<file path="src/rlfm_pkg.sv">
// Constants and carriers shared by the link-fault monitor files.
// Assumes one 125 MHz clock that stands for the reference timing input.
package rlfm_pkg;

	localparam int NUM_CHAN        = 4;
	localparam int CHAR_BITS       = 10;
	// Multiplier figures for full and half rate
	localparam int MULT_FULL       = 10;
	localparam int MULT_HALF       = 20;
	// Transition checker: span in bits, clear needs this many good chars
	localparam int TRANS_SPAN_BITS = 60;
	localparam int TRANS_GOOD_CHARS = 3;
	// Range control period in reference periods, and tolerance in ppm
	localparam int RANGE_PERIOD    = 16000;
	localparam int RANGE_PPM       = 1500;
	// Cycles the oscillator is held at nominal after a range fault
	localparam int FORCE_CYCLES    = 16;
	// Control bus width and reset value of the enable latch
	localparam int CTRL_BUS_W      = 8;
	localparam logic [3:0] RX_EN_RESET = 4'h0;

	// Three-level select codes
	typedef enum logic [1:0] {
		RLFM_LVL_LOW  = 2'b00,
		RLFM_LVL_MID  = 2'b01,
		RLFM_LVL_HIGH = 2'b10
	} rlfm_level_e;

	// Nominal trip levels in mV peak-to-peak
	localparam logic [9:0] AMP_LOW_MV  = 10'h08C;
	localparam logic [9:0] AMP_MID_MV  = 10'h118;
	localparam logic [9:0] AMP_HIGH_MV = 10'h1A4;
	// Signalling range bounds in MBaud
	localparam logic [11:0] BAUD_LOW_MIN  = 12'h0C3;
	localparam logic [11:0] BAUD_LOW_MAX  = 12'h190;
	localparam logic [11:0] BAUD_MID_MAX  = 12'h320;
	localparam logic [11:0] BAUD_HIGH_MAX = 12'h5DC;

	// Rate setup derived from the selects
	typedef struct packed {
		logic [4:0]  multiplier;
		logic [11:0] baud_min;
		logic [11:0] baud_max;
		logic        reserved_mode;
	} rlfm_rate_s;

	// Per-channel analog and recovery status inputs
	typedef struct packed {
		logic        line_bit;
		logic        loop_bit;
		logic [9:0]  amplitude_mv;
		logic [15:0] vco_count;
	} rlfm_chan_in_s;

	// Per-channel control toward the analog/recovery side
	typedef struct packed {
		logic cdr_input_is_loop;
		logic line_rx_select;
		logic amp_monitor_on;
		logic force_nominal;
		logic powered;
	} rlfm_chan_ctl_s;

	function automatic logic [9:0] rlfm_amp_trip(input rlfm_level_e s);
		case (s)
			RLFM_LVL_LOW:  rlfm_amp_trip = AMP_LOW_MV;
			RLFM_LVL_HIGH: rlfm_amp_trip = AMP_HIGH_MV;
			default:       rlfm_amp_trip = AMP_MID_MV;
		endcase
	endfunction : rlfm_amp_trip

endpackage : rlfm_pkg

</file>
<file path="src/rlfm_chan.sv">
// One receive channel: transition checker and range control.
// Assumes bit samples arrive one per clock and vco_count per window.
`timescale 1ns/1ns
module rlfm_chan
	import rlfm_pkg::*;
#(
	parameter int PERIOD = RANGE_PERIOD
) (
	input  wire logic        clock,
	input  wire logic        resetn,
	input  wire logic        enabled,
	input  wire logic        bit_in,
	input  wire logic [15:0] vco_count,
	input  wire logic [15:0] vco_nominal,
	input  wire logic        window_end,
	output logic             trans_ok,
	output logic             range_ok,
	output logic             forcing
);
	localparam logic [15:0] TOL =
		16'(RANGE_PERIOD * RANGE_PPM / 1000000);

	typedef struct packed {
		logic        prev_bit;
		logic [6:0]  quiet;
		logic        fault;
		logic [3:0]  bit_pos;
		logic        char_tr;
		logic [1:0]  good;
		logic        force_on;
		logic [4:0]  force_cnt;
		logic        in_range;
	} rlfm_chan_s;

	rlfm_chan_s st_reg;
	rlfm_chan_s st_next;
	logic       tr;
	logic [15:0] diff;

	always_comb begin
		st_next = st_reg;
		tr      = bit_in ^ st_reg.prev_bit;
		diff    = (vco_count > vco_nominal) ? vco_count - vco_nominal
		                                    : vco_nominal - vco_count;
		st_next.prev_bit = bit_in;
		// No transition for more than 60 bits raises the fault
		if (tr) begin
			st_next.quiet = '0;
		end else if (st_reg.quiet < 7'(TRANS_SPAN_BITS)) begin
			st_next.quiet = st_reg.quiet + 7'd1;
		end else begin
			st_next.fault = 1'b1;
			st_next.good  = '0;
		end
		// Character framing of 10 bits for the recovery count
		if (st_reg.bit_pos == 4'(CHAR_BITS - 1)) begin
			st_next.bit_pos = '0;
			st_next.char_tr = 1'b0;
			if (st_reg.char_tr || tr) begin
				if (st_reg.good == 2'(TRANS_GOOD_CHARS - 1)) begin
					st_next.fault = 1'b0;
				end else begin
					st_next.good = st_reg.good + 2'd1;
				end
			end else begin
				st_next.good = '0;
			end
		end else begin
			st_next.bit_pos = st_reg.bit_pos + 4'd1;
			st_next.char_tr = st_reg.char_tr | tr;
		end
		// Sample once per window; off range forces nominal
		if (window_end) begin
			st_next.in_range = (diff <= TOL);
			if (diff > TOL) begin
				st_next.force_on  = 1'b1;
				st_next.force_cnt = 5'(FORCE_CYCLES - 1);
			end
		end
		if (st_reg.force_on) begin
			if (st_reg.force_cnt == '0) begin
				st_next.force_on = 1'b0;
			end else begin
				st_next.force_cnt = st_reg.force_cnt - 5'd1;
			end
		end
		// Disabled channel powers down its state
		if (!enabled) begin
			st_next       = '0;
			st_next.fault = 1'b1;
		end
	end

	always_ff @(posedge clock or negedge resetn) begin
		if (!resetn) begin
			st_reg <= '{fault: 1'b1, default: '0};
		end else begin
			st_reg <= st_next;
		end
	end

	assign trans_ok = !st_reg.fault;
	assign range_ok = st_reg.in_range;
	assign forcing  = st_reg.force_on;

	if (PERIOD < 2 || PERIOD > 65535) begin : g_bad_period
		$error("PERIOD out of range");
	end

endmodule : rlfm_chan

</file>
<file path="src/rlfm_sync3.sv">
// Three-stage synchroniser with agreement filter for pin inputs.
// Assumes input is asynchronous to clock.
`timescale 1ns/1ns
module rlfm_sync3
	import rlfm_pkg::*;
#(
	parameter int W = 1
) (
	input  wire logic         clock,
	input  wire logic         resetn,
	input  wire logic [W-1:0] din,
	output logic      [W-1:0] dout
);
	typedef struct packed {
		logic [W-1:0] s1;
		logic [W-1:0] s2;
		logic [W-1:0] s3;
		logic [W-1:0] out;
	} rlfm_sync_s;

	rlfm_sync_s st_reg;
	rlfm_sync_s st_next;

	always_comb begin
		st_next    = st_reg;
		st_next.s1 = din;
		st_next.s2 = st_reg.s1;
		st_next.s3 = st_reg.s2;
		for (int i = 0; i < W; i++) begin
			// Only take a new level once stages two and three agree
			if (st_reg.s2[i] == st_reg.s3[i]) begin
				st_next.out[i] = st_reg.s3[i];
			end
		end
	end

	always_ff @(posedge clock or negedge resetn) begin
		if (!resetn) begin
			st_reg <= '0;
		end else begin
			st_reg <= st_next;
		end
	end

	assign dout = st_reg.out;

endmodule : rlfm_sync3

</file>
<file path="src/rlfm_top.sv">
// Link-fault monitor, loopback steering, rate setup and rx enable latch.
// Assumes analog amplitude and vco counts come from synchronous logic.
`timescale 1ns/1ns

module rlfm_top
	import rlfm_pkg::*;
#(
	parameter int N      = NUM_CHAN,
	parameter int PERIOD = RANGE_PERIOD
) (
	input  wire logic                  clock,
	input  wire logic                  resetn,
	input  wire logic                  tx_half_rate_select,
	input  wire rlfm_level_e           speed_range_select,
	input  wire rlfm_level_e           amplitude_threshold_select,
	input  wire logic [N-1:0]          loopback_enable,
	input  wire logic                  rx_enable_latch_open,
	input  wire logic [CTRL_BUS_W-1:0] channel_control_bus,
	input  wire logic [N-1:0]          tx_serial_data,
	input  wire rlfm_chan_in_s [N-1:0] chan_in,
	output rlfm_rate_s                 rate_setup,
	output logic                       char_clock_tick,
	output logic [N-1:0]               tx_serial_out,
	output rlfm_chan_ctl_s [N-1:0]     chan_ctl,
	output logic [N-1:0]               rx_channel_enabled,
	output logic [N-1:0]               link_fault_n
);
	typedef struct packed {
		logic [15:0]   win_cnt;
		logic          win_end;
		logic [4:0]    char_cnt;
		logic          char_tick;
		rlfm_rate_s    rate;
		logic [N-1:0]  rx_en;
		logic [N-1:0]  serial_out;
		logic [N-1:0]  lfi_n;
	} rlfm_top_s;

	rlfm_top_s      st_reg;
	rlfm_top_s      st_next;
	logic           latch_open_s;
	logic [CTRL_BUS_W-1:0] bus_s;
	logic [N-1:0]   loop_s;
	logic [N-1:0]   cdr_bit;
	logic [N-1:0]   trans_ok;
	logic [N-1:0]   range_ok;
	logic [N-1:0]   forcing;
	logic [N-1:0]   amp_ok;
	logic [9:0]     trip;
	logic [15:0]    vco_nominal;
	logic           half_s;
	logic [1:0]     speed_s;
	logic [1:0]     amp_sel_s;
	rlfm_level_e    speed_lvl;
	rlfm_level_e    amp_lvl;

	// Control pins are asynchronous, so pass them through the filter
	rlfm_sync3 #(.W(1 + CTRL_BUS_W + N)) u_sync (
		.clock  (clock),
		.resetn (resetn),
		.din    ({rx_enable_latch_open, channel_control_bus,
		          loopback_enable}),
		.dout   ({latch_open_s, bus_s, loop_s})
	);

	// Select pins are straps, but a change mid-run must not glitch the rate
	rlfm_sync3 #(.W(5)) u_sync_sel (
		.clock  (clock),
		.resetn (resetn),
		.din    ({tx_half_rate_select, speed_range_select,
		          amplitude_threshold_select}),
		.dout   ({half_s, speed_s, amp_sel_s})
	);

	assign speed_lvl = rlfm_level_e'(speed_s);
	assign amp_lvl   = rlfm_level_e'(amp_sel_s);
	assign trip      = rlfm_amp_trip(amp_lvl);
	// Expected vco count over one window is PERIOD, whatever the multiplier
	assign vco_nominal = 16'(PERIOD);

	genvar g;
	generate
		for (g = 0; g < N; g++) begin : g_chan
			// Loopback picks the transmit bit for recovery
			assign cdr_bit[g] = loop_s[g] ? tx_serial_data[g]
			                              : chan_in[g].line_bit;
			assign amp_ok[g] = loop_s[g] ||
				(chan_in[g].amplitude_mv >= trip);
			assign chan_ctl[g].cdr_input_is_loop = loop_s[g];
			assign chan_ctl[g].line_rx_select    = !loop_s[g];
			assign chan_ctl[g].amp_monitor_on    =
				!loop_s[g] && st_reg.rx_en[g];
			assign chan_ctl[g].force_nominal     = forcing[g];
			assign chan_ctl[g].powered           = st_reg.rx_en[g];

			rlfm_chan #(.PERIOD(PERIOD)) u_chan (
				.clock       (clock),
				.resetn      (resetn),
				.enabled     (st_reg.rx_en[g]),
				.bit_in      (cdr_bit[g]),
				.vco_count   (chan_in[g].vco_count),
				.vco_nominal (vco_nominal),
				.window_end  (st_reg.win_end),
				.trans_ok    (trans_ok[g]),
				.range_ok    (range_ok[g]),
				.forcing     (forcing[g])
			);
		end
	endgenerate

	always_comb begin
		st_next = st_reg;
		// Rate setup from the selects
		st_next.rate.multiplier = half_s ? 5'(MULT_HALF)
		                                 : 5'(MULT_FULL);
		// Low range with half rate is reserved; flagged, not refused
		st_next.rate.reserved_mode = half_s &&
			(speed_lvl == RLFM_LVL_LOW);
		case (speed_lvl)
			RLFM_LVL_LOW: begin
				st_next.rate.baud_min = BAUD_LOW_MIN;
				st_next.rate.baud_max = BAUD_LOW_MAX;
			end
			RLFM_LVL_HIGH: begin
				st_next.rate.baud_min = BAUD_MID_MAX;
				st_next.rate.baud_max = BAUD_HIGH_MAX;
			end
			default: begin
				st_next.rate.baud_min = BAUD_LOW_MAX;
				st_next.rate.baud_max = BAUD_MID_MAX;
			end
		endcase
		// Character-rate tick for the transmit paths
		st_next.char_tick = 1'b0;
		if (st_reg.char_cnt >= st_next.rate.multiplier - 5'd1) begin
			st_next.char_cnt  = '0;
			st_next.char_tick = 1'b1;
		end else begin
			st_next.char_cnt = st_reg.char_cnt + 5'd1;
		end
		// Range control sampling window
		st_next.win_end = 1'b0;
		if (st_reg.win_cnt == 16'(PERIOD - 1)) begin
			st_next.win_cnt = '0;
			st_next.win_end = 1'b1;
		end else begin
			st_next.win_cnt = st_reg.win_cnt + 16'd1;
		end
		// Open latch passes bus; closed latch holds
		if (latch_open_s) begin
			for (int i = 0; i < N; i++) begin
				st_next.rx_en[i] = bus_s[2 * i];
			end
		end
		// Any loopback forces every output to static one
		st_next.serial_out = (|loop_s) ? '1 : tx_serial_data;
		// Link good needs all five conditions
		for (int i = 0; i < N; i++) begin
			st_next.lfi_n[i] = st_reg.rx_en[i]
				&& amp_ok[i]
				&& trans_ok[i]
				&& range_ok[i]
				&& !forcing[i];
		end
	end

	always_ff @(posedge clock or negedge resetn) begin
		if (!resetn) begin
			st_reg       <= '0;
			st_reg.rx_en <= N'(RX_EN_RESET);
		end else begin
			st_reg <= st_next;
		end
	end

	assign rate_setup         = st_reg.rate;
	assign char_clock_tick    = st_reg.char_tick;
	assign tx_serial_out      = st_reg.serial_out;
	assign rx_channel_enabled = st_reg.rx_en;
	assign link_fault_n       = st_reg.lfi_n;

	// Window counter is 16 bits and the bus carries two bits per channel
	if (N < 1 || 2 * N > CTRL_BUS_W ||
	    PERIOD < 2 || PERIOD > 65535) begin : g_bad_param
		$error("N or PERIOD does not fit bus or window counter");
	end

endmodule : rlfm_top
</file>
<file path="config.mk">
export PLATFORM = sky130hd
export DESIGN_NAME = rlfm_top
export DESIGN_NICKNAME = d
export VERILOG_FILES = /design/src/rlfm_pkg.sv /design/src/rlfm_chan.sv /design/src/rlfm_sync3.sv /design/src/rlfm_top.sv
export SDC_FILE = /design/constraint.sdc
export NUM_CORES = 1
export LEC_CHECK = 0
export ABC_CLOCK_PERIOD_IN_PS = 2070
export BUFFER_PORTS_ARGS = -buffer_cell sky130_fd_sc_hd__buf_2
export CORE_ASPECT_RATIO = 1.75
export CORE_MARGIN = 2
export CORE_UTILIZATION = 51
export DETAILED_ROUTE_END_ITERATION = 8
export HOLD_SLACK_MARGIN = 0.15
export PLACE_DENSITY = 0.77
export SYNTH_ARGS = -nofsm -noshare
export SYNTH_HDL_FRONTEND = slang
export SYNTH_SLANG_ARGS = --single-unit
</file>
<file path="constraint.sdc">
create_clock -name clock -period 2.07 [get_ports clock]
set_input_delay 0.414 -clock clock [delete_from_list [all_inputs] [get_ports clock]]
set_output_delay 0.414 -clock clock [all_outputs]
set_load 0.005 [all_outputs]
</file>
# After elaboration in Yosys (flattened, before gate mapping)
# Cells that the tools add are included.
[totals]
register_bits = 225
latchBits = 0
ramBits = 0
rom_bits = 0
input_bits = 136
out_inout_bits = 63
elab_cells = 296
memories = 0
[op_classes]
n_addsub = 27
mul = 0
div = 0
order_cmp = 21
n_eq_ne = 33
n_shift = 0
muxes = 92
bitwise_logic = 8
n_reduce_logical = 48
[ops]
columns = ["op", "count"]
rows = [
  ["2-to-1 mux 23 bit", 4],
  ["2-to-1 mux 7 bit", 12],
  ["2-to-1 mux 16 bit", 5],
  ["greater-than comparator 16 x 14 -> 1 bit, second input constant", 4],
  ["greater-than comparator 16 x 5 -> 1 bit, second input constant", 4],
  ["less-or-equal comparator 16 x 5 -> 1 bit, second input constant", 4],
  ["subtractor 14 x 16 -> 16 bit, first input constant", 4],
  ["subtractor 16 x 14 -> 16 bit, second input constant", 4],
  ["2-to-1 mux 5 bit", 10],
  ["2-to-1 mux 6 bit", 8],
  ["one-hot mux 22 bit (2 select lines)", 1],
  ["greater-or-equal comparator 10 bit", 4],
  ["2-to-1 mux 2 bit", 20],
  ["2-to-1 mux 1 bit", 30],
  ["adder 7 x 1 -> 7 bit, second input constant", 4],
  ["less-than comparator 7 x 6 -> 1 bit, second input constant", 4],
  ["subtractor 5 x 1 -> 5 bit, second input constant", 5],
  ["logical AND 1 bit", 21],
  ["logical NOT 5 bit", 4],
  ["one-hot mux 9 bit (2 select lines)", 1],
  ["adder 16 x 1 -> 16 bit, second input constant", 1],
  ["adder 4 x 1 -> 4 bit, second input constant", 4],
  ["equality test 16 x 14 -> 1 bit, second input constant", 1],
  ["equality test 4 bit, second input constant", 4],
  ["other kinds (14)", 66],
]

# Longest topological paths before layout
[depth]
word_depth = 8
ltp_mapped = 10

# Modules after synthesis
# A second synthesis with hierarchy kept.
[unflattened]
hier_cells = 1841
area_unflattened_um2 = 16450.8
[modules_own_cells]
columns = ["module", "instances", "cells_each", "area_per_inst_um2", "seq_area_each_um2"]
rows = [
  ["rlfm_chan at g_chan[0].u_chan ...", 3, 366, 2891.5, 576.8],
  ["rlfm_chan at g_chan[1].u_chan", 1, 361, 2854.0, 576.8],
  ["rlfm_top", 1, 274, 2782.7, 1126.1],
  ["rlfm_sync3 at u_sync", 1, 78, 1545.2, 1301.2],
  ["rlfm_sync3 at u_sync_sel", 1, 30, 594.3, 500.5],
]

# Worst setup path after synthesis
# OpenSTA, ideal clock, no wires.
[synth_timing]
kind = "input -> register"
startpoint = "input port chan_in[95] (netlist name)"
endpoint = "register g_chan[3].u_chan.st_reg (netlist bit g_chan[3].u_chan.forcing)"
setup_ps = 122
arrival_ps = 2254
required_time_ps = 1948
setup_slack_ps = -306
stages = 8
n_path_buf = 1
path_cell_list = "clkbuf_2 and4_1 nand2_1 o21ai_4 mux2i_1 xnor2_1 or4_4 a32o_1"
[synth_lines]
columns = ["element", "line_no", "source"]
rows = [
  ["start: declaration", "rlfm_top.sv:20", "input wire rlfm_chan_in_s [N-1:0] chan_in,"],
  ["end signal: assignment", "rlfm_chan.sv:98", "st_reg <= st_next;"],
  ["end: declaration", "rlfm_chan.sv:35", "rlfm_chan_s st_reg;"],
]

==> summary.md <==
| Metric | Value |
|---|---|
| Worst hold path class | primary input to register |
| Int Pwr | 6.44 mW |
| # rows | 69 |
| Vias in the first global route | 9074 |
| Mux contribution to synthesized area | 0.0158 |
| HPWL Detailed | 18800 um |
| Failing checks | negative setup slack |
| N_diodes | 0 |
| Gr usage total | 0.231 |
| RSZ-0062 raised after global routing | yes |
| Crit path arrival time | 2480 ps |
| Maximum vdd drop | 628 uV |
| Sw Share | 0.293 |
| Final WS setup | -105 ps |
| Outcome | finished, violations left |
| PwrDens | 683 nW/um^2 |
| Tot Pwr | 9.11 mW |
| Initial antenna violation count | 0 |
| Wirelength per Cell | 15.5 um |
| Final min period | 2180 ps |
| Layout Skew | 10.5 ps |
| Reg area | 4830 sq um |
| Part of the power in registers | 0.464 |
| Fin. Hold Viols | 0 |
| Final wirelength | 24800 um |
| Num CTS Buffers | 17 |
| CP startpoint kind | primary input |
| Post-synthesis xor/xnor area fraction | 0.0498 |
| Max-slew violation count | 0 |
| Post-Syn Area | 10400 sq um |
| Die height | 193 um |
| Setup WS pre-CTS | -466 ps |
| Grt total ovfl | 0 |
| NetSw | 2.67 mW |
| Hold Slack | 195 ps |
| Share of post-route cells with drive strength above 1 | 0.332 |
| Required time of the critical path | 2380 ps |
| Synth Area in Adders | 0.0822 |
| Vias | 8807 |
| Multi-input gate area | 5200 sq um |
| Starting DRT DRC Count | 447 |
| Finished Core Util | 0.664 |
| Clock transition at path regs | 70 ps |
| Dpl cells | 1551 |
| Leakage power | 6.28 nW |
| Setup crit end kind | register |
| Initial Utilization | 0.516 |
| Slew headroom | 0.526 |
| Clock Sinks | 193 |
| Distinct cells, synth | 76 |
| Floorplan core area | 20100 sq um |
| Synthesis-to-layout area growth | 28.6% |
| Post-route DRC | 0 |
| Die area | 21600 sq um |
| NumNets Final | 1536 |
| Final setup violation count | 4 |
| IO Pins | 199 |
| Logic pwr share | 0.189 |
| Final Wtd Congestion | 0.940 |
| Fillers | 1548 |
| Main synth FF type | dfrtp_1 |
| Async SR Flop Fraction | 1.00 |
| Largest family of logic cells by synthesized area | simple AND/OR/NAND/NOR gates |
| Syn_area_per_cell | 9.86 sq um |
| Port Buffers | 182 |
| Die width | 112 um |
| Max Fclk | 460 MHz |
| Number of synthesized flops with an enable pin | 0 |
| FF+latch count, synth | 193 |
| First drt pass iteration count | 5 |
| Clock buffer depth | 2 |
| Largest net degree at the start of global routing | 73 |
| First-pass GRT wire length | 40800 um |
| Seq/Total Area, Yosys | 0.466 |
| Vias/cell | 5.49 |
| Compound-Gate Fraction of Synth Area | 0.141 |
| CTS tree | built |
| YS warnings | 0 |
| Htree depth | 4 |
| Post-Syn Instances | 1053 |
| Post-Synth Simple-Gate Area | 0.176 |
| Post-route insts no fill | 1604 |
| Crit share post-route | 1.05 |
| Max Cap Viol | 0 |
| Max reg flops | 84 |
| Clock power frac | 0.347 |
| Setup Crit Path Kind | primary input to register |
| Clock latency on the worst-skew pair | 430 ps |
| Worst Tran Pin Value | 702 ps |
| Peak fanout along the critical path | 4 |
| Remaining antenna violation count | 0 |
| CTS root buf | clkbuf_16 |
## stage by stage
stage | TNS [ps] | cell area (sq um)
CTS | 0 | 13000
global route | -1150 | 13400
finish | -240 | 13400
floorplan | -809 | 10600
detailed placement | -8260 | 12300
global placement | -7620 | 12300
## worst paths after layout
path	startpoint	to	slack (ps)	depth (start not counted)
max	chan_in[90]	g_chan[3].u_chan.st_reg[4]	-110	9
min	tx_serial_data[1]	tx_serial_out[1]	200	2
max reg2reg	u_sync_sel.dout[0]	link_fault_n[3]	110	9
min reg2reg	u_sync_sel.st_next[12]	u_sync_sel.st_next[7]	350	0
max in group asynchronous	resetn	g_chan[3].u_chan.st_reg[14]	940	3
min in group asynchronous	resetn	g_chan[2].u_chan.st_reg[12]	440	2
## repair_timing
action,in CTS,in global routing
endpoints found under the hold margin,43,0
gates resized for setup,6,69
setup buffers,2,7
pin swaps,12,38
hold buffers,15,0
setup endpoints to repair,4,26
## synth_stat cells, types with 5 or more instances
cell | number | area share
nor3_1 | 25 | 0.012
a221oi_1 | 7 | 0.0059
a21oi_1 | 28 | 0.013
nand2b_1 | 16 | 0.0096
a31oi_1 | 28 | 0.017
a21boi_0 | 9 | 0.0065
nor2_1 | 144 | 0.052
dfrtp_1 | 189 | 0.46
xnor2_1 | 31 | 0.026
inv_1 | 50 | 0.018
or3b_2 | 7 | 0.0059
o31ai_1 | 5 | 0.0036
and3_1 | 10 | 0.0060
o21a_1 | 9 | 0.0065
xor2_1 | 28 | 0.024
o21ai_0 | 40 | 0.019
o211ai_1 | 13 | 0.0094
clkbuf_1 | 17 | 0.0061
and4_1 | 6 | 0.0051
nor2b_1 | 5 | 0.0030
nand3_1 | 35 | 0.017
a41oi_1 | 7 | 0.0059
ha_1 | 57 | 0.069
buf_4 | 56 | 0.040
or3_1 | 9 | 0.0054
or2_2 | 13 | 0.0078
nor4_1 | 6 | 0.0036
maj3_1 | 14 | 0.013
mux2i_1 | 13 | 0.013
nand4_1 | 14 | 0.0084
a2111oi_0 | 6 | 0.0051
nand2_1 | 65 | 0.023
## routing by layer
layer	global-route usage	wire length [um]	vias to the layer above
li1	-	-	4252
met3	0.0302	923	61
met5	0	0	-
met1	0.238	9160	4233
met2	0.459	13900	261
met4	0.0997	795	0
## cell usage in the layout, fill, tap and decap left out, types with 14 or more instances in the layout
cell type      synthesis  final
dlygate4sd3_1          0     15
inv_1                 50     43
nand2_1               65     64
nand2b_1              16     16
xor2_1                28     28
xnor2_1               31     31
maj3_1                14     14
clkbuf_16              0     17
a21oi_1               28     25
nand3_1               35     34
o21ai_0               40     32
a31oi_1               28     25
ha_1                  57     53
dfrtp_1              189    189
nand4_1               14     14
nor3_1                25     23
buf_2                  2    172
nor2_1               144    142
buf_4                 56    144
## cell families (layout without fill, tap and decap cells)
family / count (synthesis) / after routing
mux: 16 / 16
fa+ha+maj: 71 / 71
other cells: 2 / 9
buf+inv: 132 / 428
xor+xnor: 59 / 59
compound gates: 206 / 206
flops: 193 / 193
simple gates: 374 / 374
## final cells by class
type	instances	share of cell area
multi-input cells	735	0.390
flip-flops and latches	193	0.362
repair buffers	342	0.167
clock buffers	18	0.0321
well taps	248	0.0232
inverters	54	0.0154
clock inverters	14	0.0107
## critical path, cell delays in order
cell and delay [ps]:
buf_6 100, nor4_4 300, buf_4 160, a22o_4 140, nor4b_4 50, a2111oi_2 380, o211ai_1 180, or4_4 470
o31a_1 270
## power groups by stage
stage | logic (mW) | clock network [mW] | registers (mW)
finish | 1.72 | 3.16 | 4.23
global route | 1.93 | 3.38 | 4.26
CTS | 1.67 | 3.22 | 4.23
detailed placement | 1.62 | 0 | 4.30
global placement | 1.57 | 0 | 4.28
floorplan | 0.958 | 0 | 4.25
(Power assumes the default switching activity.)
